$ cat src/logic/psw_pkg.sv
// Constants, types and timing tables shared by the watchdog design files
`default_nettype none
package psw_pkg;

	// Clock and tick base
	localparam int unsigned CLK_PERIOD_NS = 10;
	localparam int unsigned TICK_US = 10;
	localparam int unsigned TICK_CYC_DEF = TICK_US * 1000 / CLK_PERIOD_NS;
	localparam int unsigned CNT_W = 26;
	localparam int unsigned PRE_W = 16;

	// Least kick pulse width, in ns and in cycles (rounded up)
	localparam int unsigned KICK_MIN_NS = 100;
	localparam int unsigned KICK_MIN_CYC =
		(KICK_MIN_NS + CLK_PERIOD_NS - 1) / CLK_PERIOD_NS;
	localparam int unsigned KICK_CNT_W = 8;

	// Settle time after power-up or a select change
	localparam int unsigned SETTLE_US = 300;
	// Fault pulse widths for the long and the short builds
	localparam int unsigned PULSE_LONG_US = 100000;
	localparam int unsigned PULSE_SHORT_US = 1000;

	// Timing figures in microseconds
	localparam int unsigned T_30US = 30;
	localparam int unsigned T_200US = 200;
	localparam int unsigned T_1MS = 1000;
	localparam int unsigned T_3MS = 3000;
	localparam int unsigned T_10MS = 10000;
	localparam int unsigned T_30MS = 30000;
	localparam int unsigned T_100MS = 100000;
	localparam int unsigned T_300MS = 300000;
	localparam int unsigned T_1S = 1000000;
	localparam int unsigned T_3S = 3000000;
	localparam int unsigned T_10S = 10000000;
	localparam int unsigned T_60S = 60000000;

	// Variants: startup equals timeout, fixed startup, mixed table
	localparam logic [1:0] VAR_A = 2'h0;
	localparam logic [1:0] VAR_B = 2'h1;
	localparam logic [1:0] VAR_C = 2'h2;

	// Select codes with a special meaning
	localparam logic [2:0] SEL_DISABLE = 3'h3;
	localparam logic [2:0] SEL_FIRST_A = 3'h5;
	localparam logic [2:0] SEL_FIRST_B = 3'h6;

	// Register map (byte addresses) and fields
	localparam logic [3:0] ADDR_STATUS = 4'h0;
	localparam logic [3:0] ADDR_FAULTS = 4'h4;
	localparam int unsigned ST_SEL_LSB = 0;
	localparam int unsigned ST_STATE_LSB = 4;
	localparam int unsigned ST_FAULT_BIT = 8;
	localparam logic [1:0] RESP_OKAY = 2'h0;
	localparam logic [1:0] RESP_SLVERR = 2'h2;

	// Watchdog sequencing states
	typedef enum logic [2:0] {
		ST_SETTLE,
		ST_STARTUP,
		ST_FIRST_EDGE,
		ST_RUN,
		ST_FAULT,
		ST_DISABLED
	} psw_state_t;

	// Microseconds to ticks, rounded up so least times are kept
	function automatic logic [CNT_W-1:0] to_ticks(input int unsigned us);
		return CNT_W'((us + TICK_US - 1) / TICK_US);
	endfunction

	// Timeout period for a variant and select code
	function automatic int unsigned wd_us(input logic [1:0] v,
		input logic [2:0] s);
		int unsigned a;
		int unsigned b;
		int unsigned c;
		a = 0;
		b = 0;
		c = 0;
		unique case (s)
			3'h0: begin a = T_1MS; b = T_1MS; c = T_3MS; end
			3'h1: begin a = T_10MS; b = T_3MS; c = T_3S; end
			3'h2: begin a = T_30MS; b = T_10MS; c = T_1S; end
			3'h3: begin a = 0; b = 0; c = 0; end
			3'h4: begin a = T_100MS; b = T_100MS; c = T_30US; end
			3'h5: begin a = T_1S; b = T_300MS; c = T_1S; end
			3'h6: begin a = T_10S; b = T_3S; c = T_10S; end
			3'h7: begin a = T_60S; b = T_60S; c = T_10S; end
		endcase
		return (v == VAR_A) ? a : (v == VAR_B) ? b : c;
	endfunction

	// Startup delay for a variant and select code
	function automatic int unsigned delay_us(input logic [1:0] v,
		input logic [2:0] s);
		int unsigned c;
		c = 0;
		unique case (s)
			3'h0: c = T_3MS;
			3'h1: c = T_3S;
			3'h2: c = T_60S;
			3'h4: c = T_200US;
			3'h7: c = T_60S;
			default: c = 0;
		endcase
		return (v == VAR_A) ? wd_us(v, s) : (v == VAR_B) ? T_60S : c;
	endfunction

endpackage
`default_nettype wire

$ cat src/logic/psw_top.sv
// Pin-selectable watchdog supervisor with an AXI4-Lite status port
`timescale 1ns/10ps
`default_nettype none
module psw_top
	import psw_pkg::*;
#(
	parameter logic [1:0] VARIANT = VAR_A, // Startup behaviour family
	parameter bit LONG_PULSE = 1'b1, // Long or short fault pulse
	parameter int unsigned TICK_CYC = TICK_CYC_DEF // Cycles per tick
) (
	// Clock and reset
	input wire logic clk_i,
	input wire logic rstn_i,
	// Supervised processor pins
	input wire logic kick_input_i,
	input wire logic timing_select_0_i,
	input wire logic timing_select_1_i,
	input wire logic timing_select_2_i,
	output logic fault_output_n_o,
	// AXI4-Lite write address
	input wire logic [3:0] s_axi_awaddr_i,
	input wire logic s_axi_awvalid_i,
	output logic s_axi_awready_o,
	// AXI4-Lite write data
	input wire logic [31:0] s_axi_wdata_i,
	input wire logic [3:0] s_axi_wstrb_i,
	input wire logic s_axi_wvalid_i,
	output logic s_axi_wready_o,
	// AXI4-Lite write response
	output logic [1:0] s_axi_bresp_o,
	output logic s_axi_bvalid_o,
	input wire logic s_axi_bready_i,
	// AXI4-Lite read address
	input wire logic [3:0] s_axi_araddr_i,
	input wire logic s_axi_arvalid_i,
	output logic s_axi_arready_o,
	// AXI4-Lite read data
	output logic [31:0] s_axi_rdata_o,
	output logic [1:0] s_axi_rresp_o,
	output logic s_axi_rvalid_o,
	input wire logic s_axi_rready_i
);

	// Tick prescaler keeps the period counter narrow; shortening TICK_CYC
	// scales every period at once for simulation
	localparam logic [PRE_W-1:0] PRE_LAST = PRE_W'(TICK_CYC - 1);
	localparam logic [CNT_W-1:0] SETTLE_TICKS = to_ticks(SETTLE_US);
	localparam logic [CNT_W-1:0] PULSE_TICKS =
		to_ticks(LONG_PULSE ? PULSE_LONG_US : PULSE_SHORT_US);

	logic [PRE_W-1:0] pre_cnt; // Prescaler
	logic tick; // One-cycle tick enable
	logic [2:0] sel_a; // Select first stage
	logic [2:0] sel_b; // Select second stage
	logic [2:0] sel_cur; // Select code now in force
	logic sel_changed; // Pins differ from code in force
	logic kick_edge; // Qualified kick edge
	psw_state_t state; // Sequencer state
	psw_state_t next_state; // Sequencer next state
	logic [CNT_W-1:0] cnt; // Ticks spent in the current period
	logic [CNT_W-1:0] limit; // Length of the current period
	logic cnt_done; // Current period ends on this tick
	logic cnt_clear; // Restart the period counter
	logic [31:0] fault_count; // Fault pulses seen since last clear
	logic fault_cnt_clr; // Software clears the fault count
	logic aw_held; // Write address taken
	logic w_held; // Write data taken
	logic [3:0] aw_addr; // Latched write address

	////////////////////////////////////////////////////////////////////////
	// Kick qualifier
	psw_kick_qual u_kick (
		.clk_i(clk_i),
		.rstn_i(rstn_i),
		.kick_input_i(kick_input_i),
		.edge_o(kick_edge)
	);

	////////////////////////////////////////////////////////////////////////
	// Prescaler: all periods are counted in ticks of the clock
	always_ff @(posedge clk_i or negedge rstn_i) begin
		if (!rstn_i) begin
			pre_cnt <= '0;
			tick <= 1'b0;
		end else if (pre_cnt == PRE_LAST) begin
			pre_cnt <= '0;
			tick <= 1'b1;
		end else begin
			pre_cnt <= pre_cnt + 1'b1;
			tick <= 1'b0;
		end
	end

	////////////////////////////////////////////////////////////////////////
	// Select pins synchronised before use
	always_ff @(posedge clk_i or negedge rstn_i) begin
		if (!rstn_i) begin
			sel_a <= '0;
			sel_b <= '0;
		end else begin
			sel_a <= {timing_select_2_i, timing_select_1_i,
				timing_select_0_i};
			sel_b <= sel_a;
		end
	end

	assign sel_changed = (sel_b != sel_cur);

	////////////////////////////////////////////////////////////////////////
	// Length of the period the counter is measuring
	always_comb begin
		unique case (state)
			ST_SETTLE: limit = SETTLE_TICKS;
			ST_STARTUP: limit = to_ticks(delay_us(VARIANT, sel_cur));
			ST_FAULT: limit = PULSE_TICKS;
			ST_RUN: limit = to_ticks(wd_us(VARIANT, sel_cur));
			default: limit = '0;
		endcase
	end

	assign cnt_done = tick && (cnt + 1'b1 >= limit);

	////////////////////////////////////////////////////////////////////////
	// Sequencer next state
	always_comb begin
		next_state = state;
		unique case (state)
			ST_SETTLE: begin
				// Kicks are not looked at here
				if (sel_changed) begin
					next_state = ST_SETTLE;
				end else if (cnt_done) begin
					if (sel_cur == SEL_DISABLE) begin
						next_state = ST_DISABLED;
					end else if (VARIANT == VAR_C &&
						(sel_cur == SEL_FIRST_A || sel_cur == SEL_FIRST_B)) begin
						next_state = ST_FIRST_EDGE;
					end else begin
						next_state = ST_STARTUP;
					end
				end
			end
			ST_STARTUP: begin
				// Timed startup; kicks ignored, no fault
				if (sel_changed) begin
					next_state = ST_SETTLE;
				end else if (cnt_done) begin
					next_state = ST_RUN;
				end
			end
			ST_FIRST_EDGE: begin
				// No time limit; the first kick starts the countdown
				if (sel_changed) begin
					next_state = ST_SETTLE;
				end else if (kick_edge) begin
					next_state = ST_RUN;
				end
			end
			ST_RUN: begin
				if (sel_changed) begin
					next_state = ST_SETTLE;
				end else if (cnt_done && !kick_edge) begin
					next_state = ST_FAULT;
				end
			end
			ST_FAULT: begin
				// The pulse always runs its full width, even after a change
				if (cnt_done) begin
					next_state = sel_changed ? ST_SETTLE : ST_RUN;
				end
			end
			ST_DISABLED: begin
				// Any other code re-enables through the settle time
				if (sel_changed) begin
					next_state = ST_SETTLE;
				end
			end
			default: next_state = ST_SETTLE;
		endcase
	end

	////////////////////////////////////////////////////////////////////////
	// Sequencer state; reset enters the settle phase as at power-up
	always_ff @(posedge clk_i or negedge rstn_i) begin
		if (!rstn_i) begin
			state <= ST_SETTLE;
		end else begin
			state <= next_state;
		end
	end

	////////////////////////////////////////////////////////////////////////
	// Code in force; during a fault the old code is kept until pulse end
	always_ff @(posedge clk_i or negedge rstn_i) begin
		if (!rstn_i) begin
			sel_cur <= '0;
		end else if (state == ST_FAULT) begin
			if (cnt_done) begin
				sel_cur <= sel_b;
			end
		end else begin
			sel_cur <= sel_b;
		end
	end

	// Counter restarts on every state entry and on each kick in run; a
	// change seen during a fault stands until pulse end, so it must not
	// hold the pulse count at zero
	assign cnt_clear = (next_state != state) ||
		(sel_changed && state != ST_FAULT) ||
		(state == ST_RUN && kick_edge);

	////////////////////////////////////////////////////////////////////////
	// Period counter
	always_ff @(posedge clk_i or negedge rstn_i) begin
		if (!rstn_i) begin
			cnt <= '0;
		end else if (cnt_clear) begin
			cnt <= '0;
		end else if (tick && state != ST_DISABLED &&
			state != ST_FIRST_EDGE) begin
			cnt <= cnt + 1'b1;
		end
	end

	////////////////////////////////////////////////////////////////////////
	// Fault output straight from a flop, low only in the fault state
	always_ff @(posedge clk_i or negedge rstn_i) begin
		if (!rstn_i) begin
			fault_output_n_o <= 1'b1;
		end else begin
			fault_output_n_o <= (next_state != ST_FAULT);
		end
	end

	////////////////////////////////////////////////////////////////////////
	// Fault counter; a fault in the cycle of a clear still counts
	always_ff @(posedge clk_i or negedge rstn_i) begin
		if (!rstn_i) begin
			fault_count <= '0;
		end else if (next_state == ST_FAULT && state != ST_FAULT) begin
			fault_count <= fault_cnt_clr ? 32'h1 : fault_count + 1'b1;
		end else if (fault_cnt_clr) begin
			fault_count <= '0;
		end
	end

	////////////////////////////////////////////////////////////////////////
	// AXI4-Lite write channel: address and data taken in either order
	assign fault_cnt_clr = aw_held && w_held && !s_axi_bvalid_o &&
		aw_addr == ADDR_FAULTS;

	always_ff @(posedge clk_i or negedge rstn_i) begin
		if (!rstn_i) begin
			aw_held <= 1'b0;
			w_held <= 1'b0;
			aw_addr <= '0;
			s_axi_awready_o <= 1'b1;
			s_axi_wready_o <= 1'b1;
			s_axi_bvalid_o <= 1'b0;
			s_axi_bresp_o <= RESP_OKAY;
		end else begin
			if (s_axi_awvalid_i && s_axi_awready_o) begin
				aw_held <= 1'b1;
				aw_addr <= s_axi_awaddr_i;
				s_axi_awready_o <= 1'b0;
			end
			if (s_axi_wvalid_i && s_axi_wready_o) begin
				w_held <= 1'b1;
				s_axi_wready_o <= 1'b0;
			end
			if (aw_held && w_held && !s_axi_bvalid_o) begin
				// Any write to the fault count clears it; status is read only
				s_axi_bvalid_o <= 1'b1;
				s_axi_bresp_o <= (aw_addr == ADDR_STATUS ||
					aw_addr == ADDR_FAULTS) ? RESP_OKAY : RESP_SLVERR;
			end
			if (s_axi_bvalid_o && s_axi_bready_i) begin
				s_axi_bvalid_o <= 1'b0;
				aw_held <= 1'b0;
				w_held <= 1'b0;
				s_axi_awready_o <= 1'b1;
				s_axi_wready_o <= 1'b1;
			end
		end
	end

	////////////////////////////////////////////////////////////////////////
	// AXI4-Lite read channel: one cycle from address to data
	always_ff @(posedge clk_i or negedge rstn_i) begin
		if (!rstn_i) begin
			s_axi_arready_o <= 1'b1;
			s_axi_rvalid_o <= 1'b0;
			s_axi_rdata_o <= '0;
			s_axi_rresp_o <= RESP_OKAY;
		end else if (s_axi_arvalid_i && s_axi_arready_o) begin
			s_axi_arready_o <= 1'b0;
			s_axi_rvalid_o <= 1'b1;
			s_axi_rresp_o <= RESP_OKAY;
			s_axi_rdata_o <= '0;
			if (s_axi_araddr_i == ADDR_STATUS) begin
				s_axi_rdata_o[ST_SEL_LSB +: 3] <= sel_cur;
				s_axi_rdata_o[ST_STATE_LSB +: 3] <= state;
				s_axi_rdata_o[ST_FAULT_BIT] <= !fault_output_n_o;
			end else if (s_axi_araddr_i == ADDR_FAULTS) begin
				s_axi_rdata_o <= fault_count;
			end else begin
				// Unmapped: zero data with an error answer
				s_axi_rresp_o <= RESP_SLVERR;
			end
		end else if (s_axi_rvalid_o && s_axi_rready_i) begin
			s_axi_rvalid_o <= 1'b0;
			s_axi_arready_o <= 1'b1;
		end
	end

endmodule // psw_top
`default_nettype wire

$ cat src/logic/psw_kick_qual.sv
// Kick input synchroniser and least-width edge qualifier
`timescale 1ns/10ps
`default_nettype none
module psw_kick_qual
	import psw_pkg::*;
(
	// Clock and reset
	input wire logic clk_i,
	input wire logic rstn_i,
	// Raw kick pin
	input wire logic kick_input_i,
	// Qualified edge, one cycle
	output logic edge_o
);

	logic sync_a; // First stage, read only by sync_b
	logic sync_b; // Second stage
	logic level; // Last accepted level
	logic [KICK_CNT_W-1:0] hold_cnt; // Cycles the new level has stood

	////////////////////////////////////////////////////////////////////////
	// Two-flop synchroniser
	always_ff @(posedge clk_i or negedge rstn_i) begin
		if (!rstn_i) begin
			sync_a <= 1'b0;
			sync_b <= 1'b0;
		end else begin
			sync_a <= kick_input_i;
			sync_b <= sync_a;
		end
	end

	////////////////////////////////////////////////////////////////////////
	// A level must stand the least pulse width before it counts, so short
	// glitches never restart the timer
	always_ff @(posedge clk_i or negedge rstn_i) begin
		if (!rstn_i) begin
			level <= 1'b0;
			hold_cnt <= '0;
			edge_o <= 1'b0;
		end else if (sync_b == level) begin
			// Back at the accepted level: drop the candidate
			hold_cnt <= '0;
			edge_o <= 1'b0;
		end else if (hold_cnt >= KICK_CNT_W'(KICK_MIN_CYC - 1)) begin
			// Wide enough: accept and flag the edge
			level <= sync_b;
			hold_cnt <= '0;
			edge_o <= 1'b1;
		end else begin
			hold_cnt <= hold_cnt + 1'b1;
			edge_o <= 1'b0;
		end
	end

endmodule // psw_kick_qual
`default_nettype wire

$ cat config.mk
export PLATFORM = sky130hd
export DESIGN_NAME = psw_top
export DESIGN_NICKNAME = d
export VERILOG_FILES = /design/src/logic/psw_pkg.sv /design/src/logic/psw_top.sv /design/src/logic/psw_kick_qual.sv
export SDC_FILE = /design/constraint.sdc
export NUM_CORES = 1
export LEC_CHECK = 0
export BUFFER_PORTS_ARGS = -buffer_cell sky130_fd_sc_hd__buf_2
export CORE_ASPECT_RATIO = 0.75
export CORE_MARGIN = 1.5
export CORE_UTILIZATION = 55
export CTS_BUF_LIST = sky130_fd_sc_hd__clkbuf_8
export CTS_CLUSTER_SIZE = 8
export DETAILED_ROUTE_END_ITERATION = 6
export GPL_ROUTABILITY_DRIVEN = 0
export PLACE_DENSITY = 0.74
export RECOVER_POWER = 50
export SYNTH_ARGS = -nofsm -noshare
export SYNTH_HDL_FRONTEND = slang
export SYNTH_SLANG_ARGS = --single-unit
$ cat constraint.sdc
create_clock -name clk_i -period 17.6 [get_ports clk_i]
set_input_delay 3.52 -clock clk_i [delete_from_list [all_inputs] [get_ports clk_i]]
set_output_delay 3.52 -clock clk_i [all_outputs]
set_load 0.02 [all_outputs]
==> out/metrics.yaml <==
final_layout:
  fin_nets: 1517
  layout-drive-gt1-share_pct: 11.5
  antenna_cells: 0
  fin_util_pct: 61.4
  fin_area_mm2: 0.0126
  fillers: 1824
  syn_to_final_growth_pct: 8.60
  stdcell_count: 1713
timing:
  setup_tns_ns: 0
  relSlewSlack_pct: -158
  worst_slack_ns: 0.946
  tightest_slew_ns: 3.87
  fin_crit_ns: 16.65
  fmax_mhz: 60.0
  hold_slack_ns: 0.352
  fin_crit_sh_pct: 94.6
  fin_skew_ns: 0.0163
  finalSetupViolCount: 0
  hold_viol: 0
  drv_slew: 191
global_route:
  grt_pass1_vias: 9739
  antenna_found_initial: 0
  overflow: 0
  grt_pass1_wl_mm: 50.1
  grt_max_degree: 76
  grt_use_total_pct: 28.1
clock_tree:
  clockRootBuffer: "clkbuf_8"
  clock_sink_count: 145
  cts_tree: "built"
  clock_latency_ns: 0.45
  htreeDepth: 4
  path_clk_slew_ns: 0.09
  clockBufferDepth: 2
  ctsHoldBuffers: 0
  cts_made_buffers: 17
die:
  fp-row-count: 45
  die_w_um: 170
  coreArea_mm2: 0.0204
  ioPinCount: 97
  start_util_pct: 56.6
  dieHeight_um: 129
  die-area_mm2: 0.0219
worst_setup_path:
  end_kind: "flop"
  critPathRequiredTime_ns: 17.96
  rrSetupSlack_ns: 0.95
  crit_slowest_cell: "or4b_1"
  cpMostUsedCell: "o21a_1"
  critPathMaxStageDelay_ns: 0.63
  rr_worst_depth: 68
  timing_worst_setup_path_type: "reg -> reg"
  startpoint_type: "flop"
  cp.arrival_ns: 17.01
  crit_fanout: 23
synthesis:
  yosys_warnings: 0
  ys_seq_area_share_pct: 31.4
  synth.avg_cell_area_um2: 8.33
  synth_edf_count: 0
  syn-cell-area_mm2: 0.0116
  synthArstFlopShare_pct: 100
  synthCells: 1388
  ys.flop_type: "dfrtp_1"
  synth_seq_cells: 145
  ys_types: 104
power_and_ir_drop:
  p_total_mw: 1.02
  combPwrFrac_pct: 40.9
  p_leak_nw: 5.33
  switching_share_pct: 40.6
  p_switching_mw: 0.414
  pwr-share-clk_pct: 23.9
  power_density_mw_per_mm2: 81.1
  peakVddDrop_v: 0.0000493
  pwr-share-seq_pct: 35.3
  p_int_mw: 0.605
flow_run:
  drv_cap: 3
place:
  dp_slack_ns: 0.276
  place.port_buffers: 58
  place_inst: 1680
  placed_area_mm2: 0.0121
  dpl.hpwl_mm: 21.8
route:
  ant_nets: 0
  drtPass1Iterations: 6
  via_count: 10848
  drt_iter0_drc: 1179
  drc: 0
  routed_wl_mm: 30.5
  via_per_inst: 6.33
  wl_per_cell_um: 17.8
min_path:
  hp-class: "reg -> reg"
  min_path_cells: 0
outcome:
  failed_checks: "capacitance limit, slew limit"
  status: "finished, violations left"
-- per-layer routing --
layer | share of wire [%] | wire [µm] | track usage, %
met1 | 49 | 15000 | 44.2
met2 | 42 | 12900 | 40.5
met3 | 7.9 | 2400 | 4.21
met4 | 0.54 | 166 | 5.83
met5 | 0 | 0 | 0
-- cells by family after synthesis --
group,Yosys count,share of synthesized area [%]
adders and majority gates,45,4.85
and+or+nand+nor,572,25.1
other,1,0.0324
DFF,145,31.4
muxes,42,3.77
AOI/OAI and AO/OA,356,22.6
xor gates and xnor gates,105,7.95
buffers and inverters,122,4.27
-- layout by cell type (no fill, tap or decap), types with 11 or more instances in the layout --
cell      count
xnor2_1      42
ha_1         39
nand2b_1     24
nand3_1      59
xor2_1       62
a31oi_1      13
buf_4        22
and3_1       25
nor2b_1      11
o21ai_0      55
nand2_1     149
o31ai_1      19
mux2i_1      30
buf_2        35
clkbuf_8     19
nand4_1      21
inv_1        39
or3_1        14
a22o_1       26
nor2_1      103
o21a_1       26
nor3_1       68
clkbuf_1     27
o211ai_1     17
a21oi_1      61
and2_1       18
dfrtp_1     141
nor4_1       23
-- final timing paths --
path | startpoint | to
setup reg to reg | sel_cur[0] | fault_count[3]
min in group asynchronous | rstn_i | pre_cnt[15]
hold / removal | u_kick.sync_a | u_kick.sync_b
hold reg to reg | u_kick.sync_a | u_kick.sync_b
setup / recovery | sel_cur[0] | fault_count[3]
max in group asynchronous | rstn_i | cnt[17]
-- cell type report --
class | instances | area (µm²) | area share (%)
Tap cell | 282 | 353 | 2.81
Clock inverter | 13 | 105 | 0.837
Clock buffer | 19 | 262 | 2.08
Sequential cell | 145 | 3630 | 28.9
Multi-Input combinational cell | 1126 | 7590 | 60.4
Inverter | 43 | 164 | 1.31
Timing Repair Buffer | 85 | 453 | 3.61
-- sequential cells by signal, summed over array words and instances (netlist names), 3 cells and up --
| register | cells |
|---|---|
| fault_count | 32 |
| s_axi_rdata_o | 32 |
| cnt | 26 |
| pre_cnt | 16 |
| u_kick.hold_cnt | 8 |
| aw_addr | 4 |
| sel_a | 3 |
| sel_b | 3 |
| sel_cur | 3 |
| state | 3 |
-- power groups by stage --
stage	clock, mW	combinational, mW	sequential, mW
2_1_floorplan	0	0.299	0.371
3_3_place_gp	0	0.391	0.365
3_5_place_dp	0	0.399	0.366
4_1_cts	0.246	0.401	0.360
5_1_grt	0.263	0.454	0.362
6_report	0.243	0.416	0.360
-- critical path: cells and delay by family, from the launching register on --
family | cells | cell delay, ns
multiplexers | 2 | 0.52
AO/OA/AOI/OAI | 42 | 9.34
buffers and inverters | 4 | 0.67
flip-flops | 1 | 0.47
AND/OR/NAND/NOR | 11 | 3.58
XOR/XNOR | 4 | 0.69
adder cells (fa/ha/maj) | 5 | 1.25
-- synth_stat cells (8+ instances only) --
cell type,count,area (µm²)
and3_1,26,163
ha_1,44,551
a22o_1,26,228
o31a_1,10,87.6
and2_1,18,113
o31ai_1,20,150
buf_2,14,70.1
or4_1,9,67.6
nor3_1,69,345
a211oi_1,8,60.1
a21oi_1,61,305
xor2_1,62,543
o21ai_1,10,50.1
o22ai_1,11,68.8
nand3_1,59,295
a31oi_1,13,81.3
mux2i_1,30,300
nand2_1,149,559
clkbuf_1,53,199
nor4_1,25,156
nand2b_1,24,150
o211ai_1,17,128
or3_1,15,93.8
o21ai_0,56,280
nor2_1,103,387
dfrtp_1,141,3530
nand4_1,21,131
inv_1,38,143
mux2_2,10,113
xnor2_1,43,377
nor2b_1,11,68.8
o21a_1,26,195
-- timing repair --
action,4_1_cts,5_1_grt
setup endpoints to repair,0,62
buffers inserted,0,1
gates resized for setup,0,29
Note: power is estimated with default switching activity, not from simulation.
